--- config.mk ---
export PLATFORM = sky130hd
export DESIGN_NAME = uart_port
export DESIGN_NICKNAME = d
export VERILOG_FILES = /design/src/common/uart_port_pkg.sv /design/src/hdl/uart_baud_gen.sv /design/src/hdl/uart_port.sv
export SDC_FILE = /design/constraint.sdc
export NUM_CORES = 1
export LEC_CHECK = 0
export CAP_MARGIN = 20
export CORE_ASPECT_RATIO = 2
export CORE_MARGIN = 8
export CORE_UTILIZATION = 63
export DETAILED_ROUTE_END_ITERATION = 8
export DONT_BUFFER_PORTS = 1
export HOLD_SLACK_MARGIN = 0.08
export PLACE_DENSITY = 0.79
export SETUP_SLACK_MARGIN = 0.2
export SKIP_LAST_GASP = 1
export SLEW_MARGIN = 20
export SYNTH_ARGS = -nofsm -noshare
export SYNTH_HDL_FRONTEND = slang
export SYNTH_SLANG_ARGS = --single-unit
--- constraint.sdc ---
create_clock -name i_ref_clk -period 2 [get_ports i_ref_clk]
set_input_delay 0.2 -clock i_ref_clk [delete_from_list [all_inputs] [get_ports i_ref_clk]]
set_output_delay 0.2 -clock i_ref_clk [all_outputs]
set_load 0.01 [all_outputs]
--- src/common/uart_port_pkg.sv ---
// Shared constants and register layouts for the asynchronous serial port
package uart_port_pkg;

    // ==========================================
    // Register addresses
    localparam logic [15:0] ADDR_MODE = 16'hFF70;
    localparam logic [15:0] ADDR_STATUS = 16'hFF71;
    localparam logic [15:0] ADDR_SYNC = 16'hFF72;
    localparam logic [15:0] ADDR_BAUD = 16'hFF73;
    localparam logic [15:0] ADDR_DATA = 16'hFF74;

    // ==========================================
    // Reset and fixed values
    localparam logic [7:0] REG_RESET = 8'h00;
    localparam logic [7:0] READ_ZERO = 8'h00;
    localparam logic [1:0] MODE_RSVD_ZERO = 2'h0;
    localparam logic [3:0] BAUD_RSVD_ZERO = 4'h0;
    localparam logic [1:0] SYNC_RSVD_ZERO = 2'h0;

    // ==========================================
    // Parity select codes
    localparam logic [1:0] PAR_NONE = 2'h0;
    localparam logic [1:0] PAR_ZERO = 2'h1;
    localparam logic [1:0] PAR_ODD = 2'h2;
    localparam logic [1:0] PAR_EVEN = 2'h3;

    // ==========================================
    // Baud source and bit timing
    localparam logic [3:0] SRC_EXT = 4'h8;
    localparam logic [2:0] SRC_INT_MAX = 3'h7;
    localparam logic [3:0] TICK_LAST = 4'hF;
    localparam logic [3:0] TICK_HALF = 4'h7;
    localparam logic [2:0] LAST_BIT_8 = 3'h7;
    localparam logic [2:0] LAST_BIT_7 = 3'h6;

    // ==========================================
    // Register layouts
    typedef struct packed {
        logic tx_enable_bit;
        logic rx_enable_bit;
        logic [1:0] parity_select;
        logic char_length_select;
        logic stop_length_select;
        logic [1:0] rsvd;
    } uart_mode_s;

    typedef struct packed {
        logic [4:0] rsvd;
        logic parity_error_flag;
        logic framing_error_flag;
        logic overrun_error_flag;
    } uart_status_s;

    typedef struct packed {
        logic sync_mode_enable;
        logic slave_select_use;
        logic [1:0] rsvd;
        logic data_phase_select;
        logic first_bit_select;
        logic sync_clock_source;
        logic clock_polarity_select;
    } sync_mode_s;

    typedef struct packed {
        logic [3:0] source_sel;
        logic [3:0] rsvd;
    } baud_sel_s;

endpackage

--- src/hdl/uart_baud_gen.sv ---
// Baud source prescaler: internal power-of-two divider or external pin clock
`timescale 1ns/1ns
module uart_baud_gen #(
    parameter int DIV_W = 8
) (
    // Clock and reset
    input wire logic i_ref_clk,
    input wire logic i_rstn,
    // Control
    input wire logic [3:0] i_source_sel,
    input wire logic i_ext_baud_clock_pin,
    // Sixteen ticks make one bit time
    output logic o_tick
);

    // ==========================================
    // Elaboration check
    if (DIV_W < 8) begin : g_bad_width
        $error("DIV_W must cover divide by 2^8");
    end

    // ==========================================
    // Prescaler
    logic [DIV_W-1:0] div_cnt_reg;
    logic ext_meta_reg;
    logic ext_sync_reg;
    logic ext_prev_reg;
    logic int_tick;
    logic ext_tick;

    function automatic logic [DIV_W-1:0] div_mask(input logic [2:0] sel);
        div_mask = DIV_W'(8'hFF >> (uart_port_pkg::SRC_INT_MAX - sel));
    endfunction

    always_ff @(posedge i_ref_clk) begin
        if (!i_rstn) begin
            div_cnt_reg <= '0;
        end else begin
            div_cnt_reg <= div_cnt_reg + 1'b1;
        end
    end

    // Free-running count: a source change mid-frame shifts tick phase
    assign int_tick = (div_cnt_reg & div_mask(i_source_sel[2:0])) ==
                      div_mask(i_source_sel[2:0]);

    // ==========================================
    // External pin clock, synchronised before edge detection
    always_ff @(posedge i_ref_clk) begin
        if (!i_rstn) begin
            ext_meta_reg <= 1'b0;
            ext_sync_reg <= 1'b0;
            ext_prev_reg <= 1'b0;
        end else begin
            ext_meta_reg <= i_ext_baud_clock_pin;
            ext_sync_reg <= ext_meta_reg;
            ext_prev_reg <= ext_sync_reg;
        end
    end

    assign ext_tick = ext_sync_reg & ~ext_prev_reg;

    always_ff @(posedge i_ref_clk) begin
        if (!i_rstn) begin
            o_tick <= 1'b0;
        end else if (i_source_sel == uart_port_pkg::SRC_EXT) begin
            o_tick <= ext_tick;
        end else if (!i_source_sel[3]) begin
            o_tick <= int_tick;
        end else begin
            o_tick <= 1'b0;
        end
    end

endmodule

--- src/hdl/uart_port.sv ---
// Asynchronous serial port: register file, transmitter and receiver
`timescale 1ns/1ns
//
// Functional notes
// - Mode bits 7/6 enable transmit and receive
// - Parity codes none, zero, odd, even
// - Frame: start, 7/8 data, parity, stops
// - Seven-bit mode drops and clears bit 7
// - Receiver checks only one stop bit
// - Odd/even parity mismatch sets status bit 2
// - Missing stop bit sets status bit 1
// - Unread buffer at completion sets bit 0
// - Overrun repeats until buffer is read
// - Reset clears all four registers
// - Source code picks clock divided 2^(n+1)
// - Internal rate is clock/2^(n+1)/16
// - External rate is pin clock/16
// - Sync data phase and first bit fields
// - Sync clock polarity and source fields
// - Transmit and receive run independently
// - External pin clock reaches 31.25 kbps
// - Data write starts frame, done pulse
// - Start bit confirmed at half bit
// - Every frame loads buffer, raises pulse
// - Buffer read clears flags; next frame reloads them
module uart_port (
    // Clock and reset
    input wire logic i_ref_clk,
    input wire logic i_rstn,
    // Register port
    input wire logic [15:0] i_addr,
    input wire logic [7:0] i_wdata,
    input wire logic i_wr,
    input wire logic i_rd,
    output logic [7:0] o_rdata,
    // Serial pins
    input wire logic i_serial_rx_pin,
    output logic o_serial_tx_pin,
    input wire logic i_ext_baud_clock_pin,
    output logic o_sync_serial_clock_pin,
    // Events
    output logic o_tx_done_irq,
    output logic o_rx_done_irq
);

    typedef enum logic [2:0] {TX_IDLE, TX_START, TX_DATA, TX_PARITY, TX_STOP} tx_state_e;
    typedef enum logic [2:0] {RX_IDLE, RX_START, RX_DATA, RX_PARITY, RX_STOP} rx_state_e;

    uart_port_pkg::uart_mode_s mode_reg;
    uart_port_pkg::uart_status_s status_reg;
    uart_port_pkg::sync_mode_s sync_reg;
    uart_port_pkg::baud_sel_s baud_reg;
    logic [7:0] rx_buf_reg;
    logic rx_unread_reg;
    logic tick;

    function automatic logic parity_bit(input logic [1:0] sel, input logic [7:0] d);
        case (sel)
            uart_port_pkg::PAR_ODD: parity_bit = ~(^d);
            uart_port_pkg::PAR_EVEN: parity_bit = ^d;
            default: parity_bit = 1'b0;
        endcase
    endfunction

    // ==========================================
    // Baud generator
    uart_baud_gen #(
        .DIV_W(8)
    ) u_baud (
        .i_ref_clk(i_ref_clk),
        .i_rstn(i_rstn),
        .i_source_sel(baud_reg.source_sel),
        .i_ext_baud_clock_pin(i_ext_baud_clock_pin),
        .o_tick(tick)
    );

    // ==========================================
    // Control registers
    always_ff @(posedge i_ref_clk) begin
        if (!i_rstn) begin
            mode_reg <= uart_port_pkg::uart_mode_s'(uart_port_pkg::REG_RESET);
            sync_reg <= uart_port_pkg::sync_mode_s'(uart_port_pkg::REG_RESET);
            baud_reg <= uart_port_pkg::baud_sel_s'(uart_port_pkg::REG_RESET);
        end else if (i_wr) begin
            case (i_addr)
                uart_port_pkg::ADDR_MODE: begin
                    mode_reg <= {i_wdata[7:2], uart_port_pkg::MODE_RSVD_ZERO};
                end
                uart_port_pkg::ADDR_SYNC: begin
                    // Held for the synchronous mode; only the polarity bit is acted on here
                    sync_reg <= {i_wdata[7:6], uart_port_pkg::SYNC_RSVD_ZERO,
                                 i_wdata[3:0]};
                end
                uart_port_pkg::ADDR_BAUD: begin
                    baud_reg <= {i_wdata[7:4], uart_port_pkg::BAUD_RSVD_ZERO};
                end
                default: begin
                end
            endcase
        end
    end

    // Idle level of the sync clock pin is the inverse of the polarity field
    always_ff @(posedge i_ref_clk) begin
        if (!i_rstn) begin
            o_sync_serial_clock_pin <= 1'b1;
        end else begin
            o_sync_serial_clock_pin <= ~sync_reg.clock_polarity_select;
        end
    end

    // ==========================================
    // Transmitter
    tx_state_e tx_state;
    logic [3:0] tx_cnt_reg;
    logic [2:0] tx_idx_reg;
    logic tx_stop_idx_reg;
    logic [7:0] tx_shift_reg;
    logic tx_par_reg;
    logic tx_bit_end;
    logic tx_finish;
    logic tx_load;
    logic [7:0] tx_data;

    assign tx_bit_end = tick && (tx_cnt_reg == uart_port_pkg::TICK_LAST);
    assign tx_finish = (tx_state == TX_STOP) && tx_bit_end &&
                       (tx_stop_idx_reg == mode_reg.stop_length_select);
    assign tx_load = i_wr && (i_addr == uart_port_pkg::ADDR_DATA) &&
                     mode_reg.tx_enable_bit && (tx_state == TX_IDLE);
    assign tx_data = {i_wdata[7] & mode_reg.char_length_select, i_wdata[6:0]};

    always_ff @(posedge i_ref_clk) begin
        if (!i_rstn) begin
            tx_state <= TX_IDLE;
            tx_cnt_reg <= '0;
            tx_idx_reg <= '0;
            tx_stop_idx_reg <= 1'b0;
            tx_shift_reg <= '0;
            tx_par_reg <= 1'b0;
        end else if (!mode_reg.tx_enable_bit) begin
            tx_state <= TX_IDLE;
        end else begin
            if (tx_state != TX_IDLE && tick) begin
                tx_cnt_reg <= tx_cnt_reg + 1'b1;
            end
            case (tx_state)
                TX_IDLE: begin
                    if (tx_load) begin
                        tx_state <= TX_START;
                        tx_cnt_reg <= '0;
                        tx_shift_reg <= tx_data;
                        tx_par_reg <= parity_bit(mode_reg.parity_select, tx_data);
                    end
                end
                TX_START: begin
                    if (tx_bit_end) begin
                        tx_state <= TX_DATA;
                        tx_idx_reg <= '0;
                    end
                end
                TX_DATA: begin
                    if (tx_bit_end) begin
                        tx_shift_reg <= {1'b0, tx_shift_reg[7:1]};
                        tx_idx_reg <= tx_idx_reg + 1'b1;
                        if (tx_idx_reg == (mode_reg.char_length_select ?
                            uart_port_pkg::LAST_BIT_8 : uart_port_pkg::LAST_BIT_7)) begin
                            tx_state <= (mode_reg.parity_select == uart_port_pkg::PAR_NONE) ?
                                        TX_STOP : TX_PARITY;
                            tx_stop_idx_reg <= 1'b0;
                        end
                    end
                end
                TX_PARITY: begin
                    if (tx_bit_end) begin
                        tx_state <= TX_STOP;
                    end
                end
                TX_STOP: begin
                    if (tx_finish) begin
                        tx_state <= TX_IDLE;
                    end else if (tx_bit_end) begin
                        tx_stop_idx_reg <= 1'b1;
                    end
                end
                default: begin
                    tx_state <= TX_IDLE;
                end
            endcase
        end
    end

    always_ff @(posedge i_ref_clk) begin
        if (!i_rstn) begin
            o_serial_tx_pin <= 1'b1;
            o_tx_done_irq <= 1'b0;
        end else begin
            case (tx_state)
                TX_START: o_serial_tx_pin <= 1'b0;
                TX_DATA: o_serial_tx_pin <= tx_shift_reg[0];
                TX_PARITY: o_serial_tx_pin <= tx_par_reg;
                default: o_serial_tx_pin <= 1'b1;
            endcase
            o_tx_done_irq <= tx_finish && mode_reg.tx_enable_bit;
        end
    end

    // ==========================================
    // Receiver
    rx_state_e rx_state;
    logic rx_meta_reg;
    logic rx_sync_reg;
    logic [3:0] rx_cnt_reg;
    logic [2:0] rx_idx_reg;
    logic [7:0] rx_shift_reg;
    logic rx_par_reg;
    logic rx_bit_end;
    logic rx_finish;
    logic rx_par_err;
    logic buf_read;

    always_ff @(posedge i_ref_clk) begin
        if (!i_rstn) begin
            rx_meta_reg <= 1'b1;
            rx_sync_reg <= 1'b1;
        end else begin
            rx_meta_reg <= i_serial_rx_pin;
            rx_sync_reg <= rx_meta_reg;
        end
    end

    assign rx_bit_end = tick && (rx_cnt_reg == uart_port_pkg::TICK_LAST);
    // Only the first stop bit is sampled; a second one is treated as idle
    assign rx_finish = (rx_state == RX_STOP) && rx_bit_end && mode_reg.rx_enable_bit;
    assign rx_par_err = (mode_reg.parity_select[1]) &&
                        (parity_bit(mode_reg.parity_select, rx_shift_reg) != rx_par_reg);
    assign buf_read = i_rd && (i_addr == uart_port_pkg::ADDR_DATA);

    always_ff @(posedge i_ref_clk) begin
        if (!i_rstn) begin
            rx_state <= RX_IDLE;
            rx_cnt_reg <= '0;
            rx_idx_reg <= '0;
            rx_shift_reg <= '0;
            rx_par_reg <= 1'b0;
        end else if (!mode_reg.rx_enable_bit) begin
            rx_state <= RX_IDLE;
        end else begin
            if (rx_state != RX_IDLE && tick) begin
                rx_cnt_reg <= rx_cnt_reg + 1'b1;
            end
            case (rx_state)
                RX_IDLE: begin
                    if (!rx_sync_reg) begin
                        rx_state <= RX_START;
                        rx_cnt_reg <= '0;
                    end
                end
                RX_START: begin
                    if (tick && rx_cnt_reg == uart_port_pkg::TICK_HALF) begin
                        // A glitch shorter than half a bit is dropped
                        rx_state <= rx_sync_reg ? RX_IDLE : RX_DATA;
                        rx_cnt_reg <= '0;
                        rx_idx_reg <= '0;
                        rx_shift_reg <= '0;
                    end
                end
                RX_DATA: begin
                    if (rx_bit_end) begin
                        rx_shift_reg[rx_idx_reg] <= rx_sync_reg;
                        rx_idx_reg <= rx_idx_reg + 1'b1;
                        if (rx_idx_reg == (mode_reg.char_length_select ?
                            uart_port_pkg::LAST_BIT_8 : uart_port_pkg::LAST_BIT_7)) begin
                            rx_state <= (mode_reg.parity_select == uart_port_pkg::PAR_NONE) ?
                                        RX_STOP : RX_PARITY;
                        end
                    end
                end
                RX_PARITY: begin
                    if (rx_bit_end) begin
                        rx_par_reg <= rx_sync_reg;
                        rx_state <= RX_STOP;
                    end
                end
                RX_STOP: begin
                    if (rx_bit_end) begin
                        rx_state <= RX_IDLE;
                    end
                end
                default: begin
                    rx_state <= RX_IDLE;
                end
            endcase
        end
    end

    // ==========================================
    // Receive buffer and error status; a completing frame wins over a read
    always_ff @(posedge i_ref_clk) begin
        if (!i_rstn) begin
            status_reg <= uart_port_pkg::uart_status_s'(uart_port_pkg::REG_RESET);
            rx_buf_reg <= '0;
            rx_unread_reg <= 1'b0;
        end else if (rx_finish) begin
            rx_buf_reg <= rx_shift_reg;
            rx_unread_reg <= 1'b1;
            status_reg.parity_error_flag <= rx_par_err;
            status_reg.framing_error_flag <= ~rx_sync_reg;
            status_reg.overrun_error_flag <= rx_unread_reg;
        end else if (buf_read) begin
            rx_unread_reg <= 1'b0;
            status_reg <= uart_port_pkg::uart_status_s'(uart_port_pkg::REG_RESET);
        end
    end

    always_ff @(posedge i_ref_clk) begin
        if (!i_rstn) begin
            o_rx_done_irq <= 1'b0;
        end else begin
            o_rx_done_irq <= rx_finish;
        end
    end

    // ==========================================
    // Read port; status writes fall through and are ignored
    always_ff @(posedge i_ref_clk) begin
        if (!i_rstn) begin
            o_rdata <= uart_port_pkg::READ_ZERO;
        end else if (i_rd) begin
            case (i_addr)
                uart_port_pkg::ADDR_MODE: o_rdata <= mode_reg;
                uart_port_pkg::ADDR_STATUS: o_rdata <= {5'h00, status_reg[2:0]};
                uart_port_pkg::ADDR_SYNC: o_rdata <= sync_reg;
                uart_port_pkg::ADDR_BAUD: o_rdata <= baud_reg;
                uart_port_pkg::ADDR_DATA: o_rdata <= rx_buf_reg;
                default: o_rdata <= uart_port_pkg::READ_ZERO;
            endcase
        end
    end
endmodule

==> summary by stage <==
Outcome
The run finished with clean final reports.

Setup path
The worst setup path is captured at a register. STA classifies the critical path startpoint as a register. The longest individual stage delay on the worst path is 0.37 ns.

The classification of the worst setup path is reg -> reg. Traced cell by cell, the critical path runs through ha_2 -> and4_4 -> nand4_1 -> o21ai_4 -> buf_4 -> mux2i_1 -> nor2_1. The number of buffers and inverters on the critical path is 1.

For the worst setup path, the data required time is 2.21 ns. In this run the worst path has a maximum fanout of 6. Data on the critical path arrives at its endpoint at 1.94 ns. The family of cells with the greatest summed delay on the critical path is simple AND/OR/NAND/NOR gates. The slowest stage of the critical path belongs to the cell sky130_fd_sc_hd__dfxtp_1.

Floorplan
The core region is ~7000 um2. The die is 135 um tall. The number of top-level design ports is 42. The floorplan step defined a die boundary enclosing about 10000 um2. The x dimension of the die is about 76 um. For this configuration, the core starts out at a cell density of about two thirds.

The row count is 43.

Global route
The number of antenna violations at the first check in global routing is 0. The first global-routing pass estimated around 19000 um of wire. The maximum number of pins on one net before global-route repair is 30. The overall routing resource usage is 24.4%. Global routing finished with a remaining overflow of 0. The via count of the first global-routing pass was between 4k and 5k.

Yosys
Among all flip-flop cells after synthesis, the most frequent one is sky130_fd_sc_hd__dfxtp_1. The synthesized netlist cell count is approximately 520. A synthesized cell averages 8.55 um2. The count of yosys warnings during synthesis is 0. After synthesis, the share of flip-flops with an asynchronous set or reset is 0%. The summed instance area of the synthesized netlist is 4470 um2. The total nets after synthesis is 558. The post-synthesis register bit count is 93.

The synthesized design contains 0 enable-type register cells. Sequential cells were found to cover 41.6% of the synthesized design area. The number of distinct library cells after synthesis is 61.

Detailed routing
The via count is 3967. In the routed layout, each cell is associated on average with a via count of 6.25. The violation count after the first detailed-routing iteration is 238. In the final routed layout, each cell accounts on average for 18.5 um. The number of nets with antenna violations after routing is 0. Before antenna repair, the detailed router went through 5 iterations.

For this run, design rule violations remaining after detail routing come to 0. The detailed-route wire length is 11700 um.

CTS
After clock tree synthesis, the clock-pin slew on the worst setup and hold paths is 0.06 ns. The clock tree buffer depth is 2. The total clock buffers created by CTS is 9.

For the worst-skew pair, the clock arrives at the later sink with an insertion delay of roughly 0.35 ns. TritonCTS built the clock tree. The clock drives 93 sinks. The H-tree was split into 3 levels. The clock root buffer is sky130_fd_sc_hd__clkbuf_16.

STA
The final setup skew is 0.00463 ns. The number of hold violations in the final report is 0. Setup repair after global routing could not meet its margin everywhere. The number of slew-limit violations in the final report is 0. Measured against its own limit, the worst slew margin works out to 29.9%. The portion of the clock cycle consumed by the worst path in the final layout is 86.5%. The count of final setup violators is 0. Setup slack closes at 0.271 ns. Summed over all failing endpoints, the final setup total negative slack is 0 ns. The clock period minus worst slack is 1.73 ns. The top achievable clock speed is between 500 and 600 MHz. The transition at the pin with the smallest max-transition slack is 1.05 ns.

Pwr
Summing internal, switching and leakage power gives 3840 uW. The areal power density over the cells is 750 nW/um2. The analysis attributes to cell leakage a power of 0.00185 uW.

The worst IR drop on VDD is 654 uV.

Cells and area
In the final layout, the share of cells above drive strength 1 is a little under an eighth. The growth of design area from synthesis to finish is 14.4%. The library cells used most frequently in the layout, excluding fill and tap cells, are sky130_fd_sc_hd__dfxtp_1, sky130_fd_sc_hd__nor2_1, sky130_fd_sc_hd__nand2_1, sky130_fd_sc_hd__a21oi_1, sky130_fd_sc_hd__mux2i_1.

In the final layout, flip-flops and latches occupy 1860 um2. For this run, the post-layout net count is 575. With fillers left out, the area of the finished cells amounts to 5120 um2.

Measured on the finished design, the core utilization comes to roughly three quarters. Summing all multi-input logic gate instances after layout gives about 2500 um2. The most common cell after layout, fill and taps aside is sky130_fd_sc_hd__dfxtp_1.

The repair_antennas step left the layout with diodes totalling 0. Fill cells in the final layout number between 500 and 600.

Placement
The minimum setup slack after placement is 0.189 ns. At the end of routability-driven placement, the weighted congestion stood at 0.897. Once placement finished, the instance area stood at 4640 um2. The number of buffers inserted by port buffering is 0. The wire-length estimate of the detail-placed layout is 8480 um.

Hold path
The path class of the tightest hold or removal check is in -> reg.

Run
The count of maximum capacitance violations is 0.
==> path summary, 6_finish.rpt <==
check / start / endpoint / slack (ns) / depth (start not counted)
setup / recovery: tx_cnt_reg[0] / tx_shift_reg[7] / 0.27 / 7
hold / removal: i_rstn / rx_shift_reg[7] / 0.09 / 2
setup reg to reg: tx_cnt_reg[0] / tx_shift_reg[7] / 0.27 / 7
hold reg to reg: rx_meta_reg / rx_sync_reg / 0.41 / 1
==> routing by layer <==
metal / vias up / part of all wire (%) / track usage, %
li1: 1891 / - / -
met1: 1924 / 33 / 22.1
met2: 106 / 56 / 43.9
met3: 46 / 4.7 / 5.49
met4: 0 / 5.9 / 18.4
met5: - / 0 / 0
==> stage by stage <==
step | hold slack (ns) | cells
finish | 0.0914 | 635
global route | 0.0810 | 635
CTS | 0.0843 | 633
detailed placement | 0.276 | 606
global placement | 0.278 | 606
floorplan | 0.301 | 523
==> kinds of logic (layout without fill, tap and decap cells) <==
logic type,after synthesis,count (layout),synth area share (%)
DFF,93,93,41.6
and+or+nand+nor,226,226,25.5
muxes,30,30,6.71
buffers and inverters,33,55,3.02
xor gates and xnor gates,30,30,6.18
AOI/OAI and AO/OA,106,106,15.5
adders and majority gates,5,5,1.40
==> layout make-up <==
type | instances | area share [%]
clock buffer | 9 | 4.40
sequential | 93 | 36.4
inverter | 6 | 0.440
timing repair buffer | 33 | 5.62
multi-input combinational | 397 | 49.1
tap | 90 | 2.20
clock inverter | 7 | 1.76
==> Yosys cell counts (2+ instances only) <==
cell,instances,area (um2)
sky130_fd_sc_hd__a211oi_1,5,37.5
sky130_fd_sc_hd__a211oi_2,3,37.5
sky130_fd_sc_hd__a21oi_1,35,175
sky130_fd_sc_hd__a22o_1,6,52.6
sky130_fd_sc_hd__a22oi_1,7,52.6
sky130_fd_sc_hd__a31oi_1,2,12.5
sky130_fd_sc_hd__a41oi_1,3,26.3
sky130_fd_sc_hd__and2_1,7,43.8
sky130_fd_sc_hd__and3_1,6,37.5
sky130_fd_sc_hd__and4_1,2,17.5
sky130_fd_sc_hd__buf_2,3,15.0
sky130_fd_sc_hd__clkbuf_1,22,82.6
sky130_fd_sc_hd__dfxtp_1,93,1860
sky130_fd_sc_hd__ha_1,5,62.6
sky130_fd_sc_hd__inv_1,5,18.8
sky130_fd_sc_hd__mux2i_1,30,300
sky130_fd_sc_hd__nand2_1,54,203
sky130_fd_sc_hd__nand2b_1,10,62.6
sky130_fd_sc_hd__nand3_1,27,135
sky130_fd_sc_hd__nand4_1,14,87.6
sky130_fd_sc_hd__nor2_1,65,244
sky130_fd_sc_hd__nor2b_1,13,81.3
sky130_fd_sc_hd__nor3_1,3,15.0
sky130_fd_sc_hd__nor3_2,2,20.0
sky130_fd_sc_hd__nor3b_1,2,15.0
sky130_fd_sc_hd__nor4_1,4,25.0
sky130_fd_sc_hd__o21a_1,2,15.0
sky130_fd_sc_hd__o21ai_0,24,120
sky130_fd_sc_hd__o21ai_1,2,10.0
sky130_fd_sc_hd__o311a_1,2,20.0
sky130_fd_sc_hd__o31ai_1,4,30.0
sky130_fd_sc_hd__or3_1,5,31.3
sky130_fd_sc_hd__xnor2_1,19,166
sky130_fd_sc_hd__xor2_1,10,87.6
==> where the power goes <==
group / leakage [uW] / switching, uW / internal, uW
combinational: 0.000947 / 75.2 / 71.2
clock: 0.000151 / 718 / 1090
sequential: 0.000752 / 19.1 / 1870
==> timing repair <==
item | 4_1_cts | 5_1_grt
cloned | 0 | 0
resized for setup | 2 | 10
hold buffers | 11 | 0
setup endpoints to repair | 4 | 24
setup buffers | 0 | 2
pin swaps | 0 | 1
hold endpoints to repair | 39 | 0
Note: power is estimated with default switching activity, not from simulation.
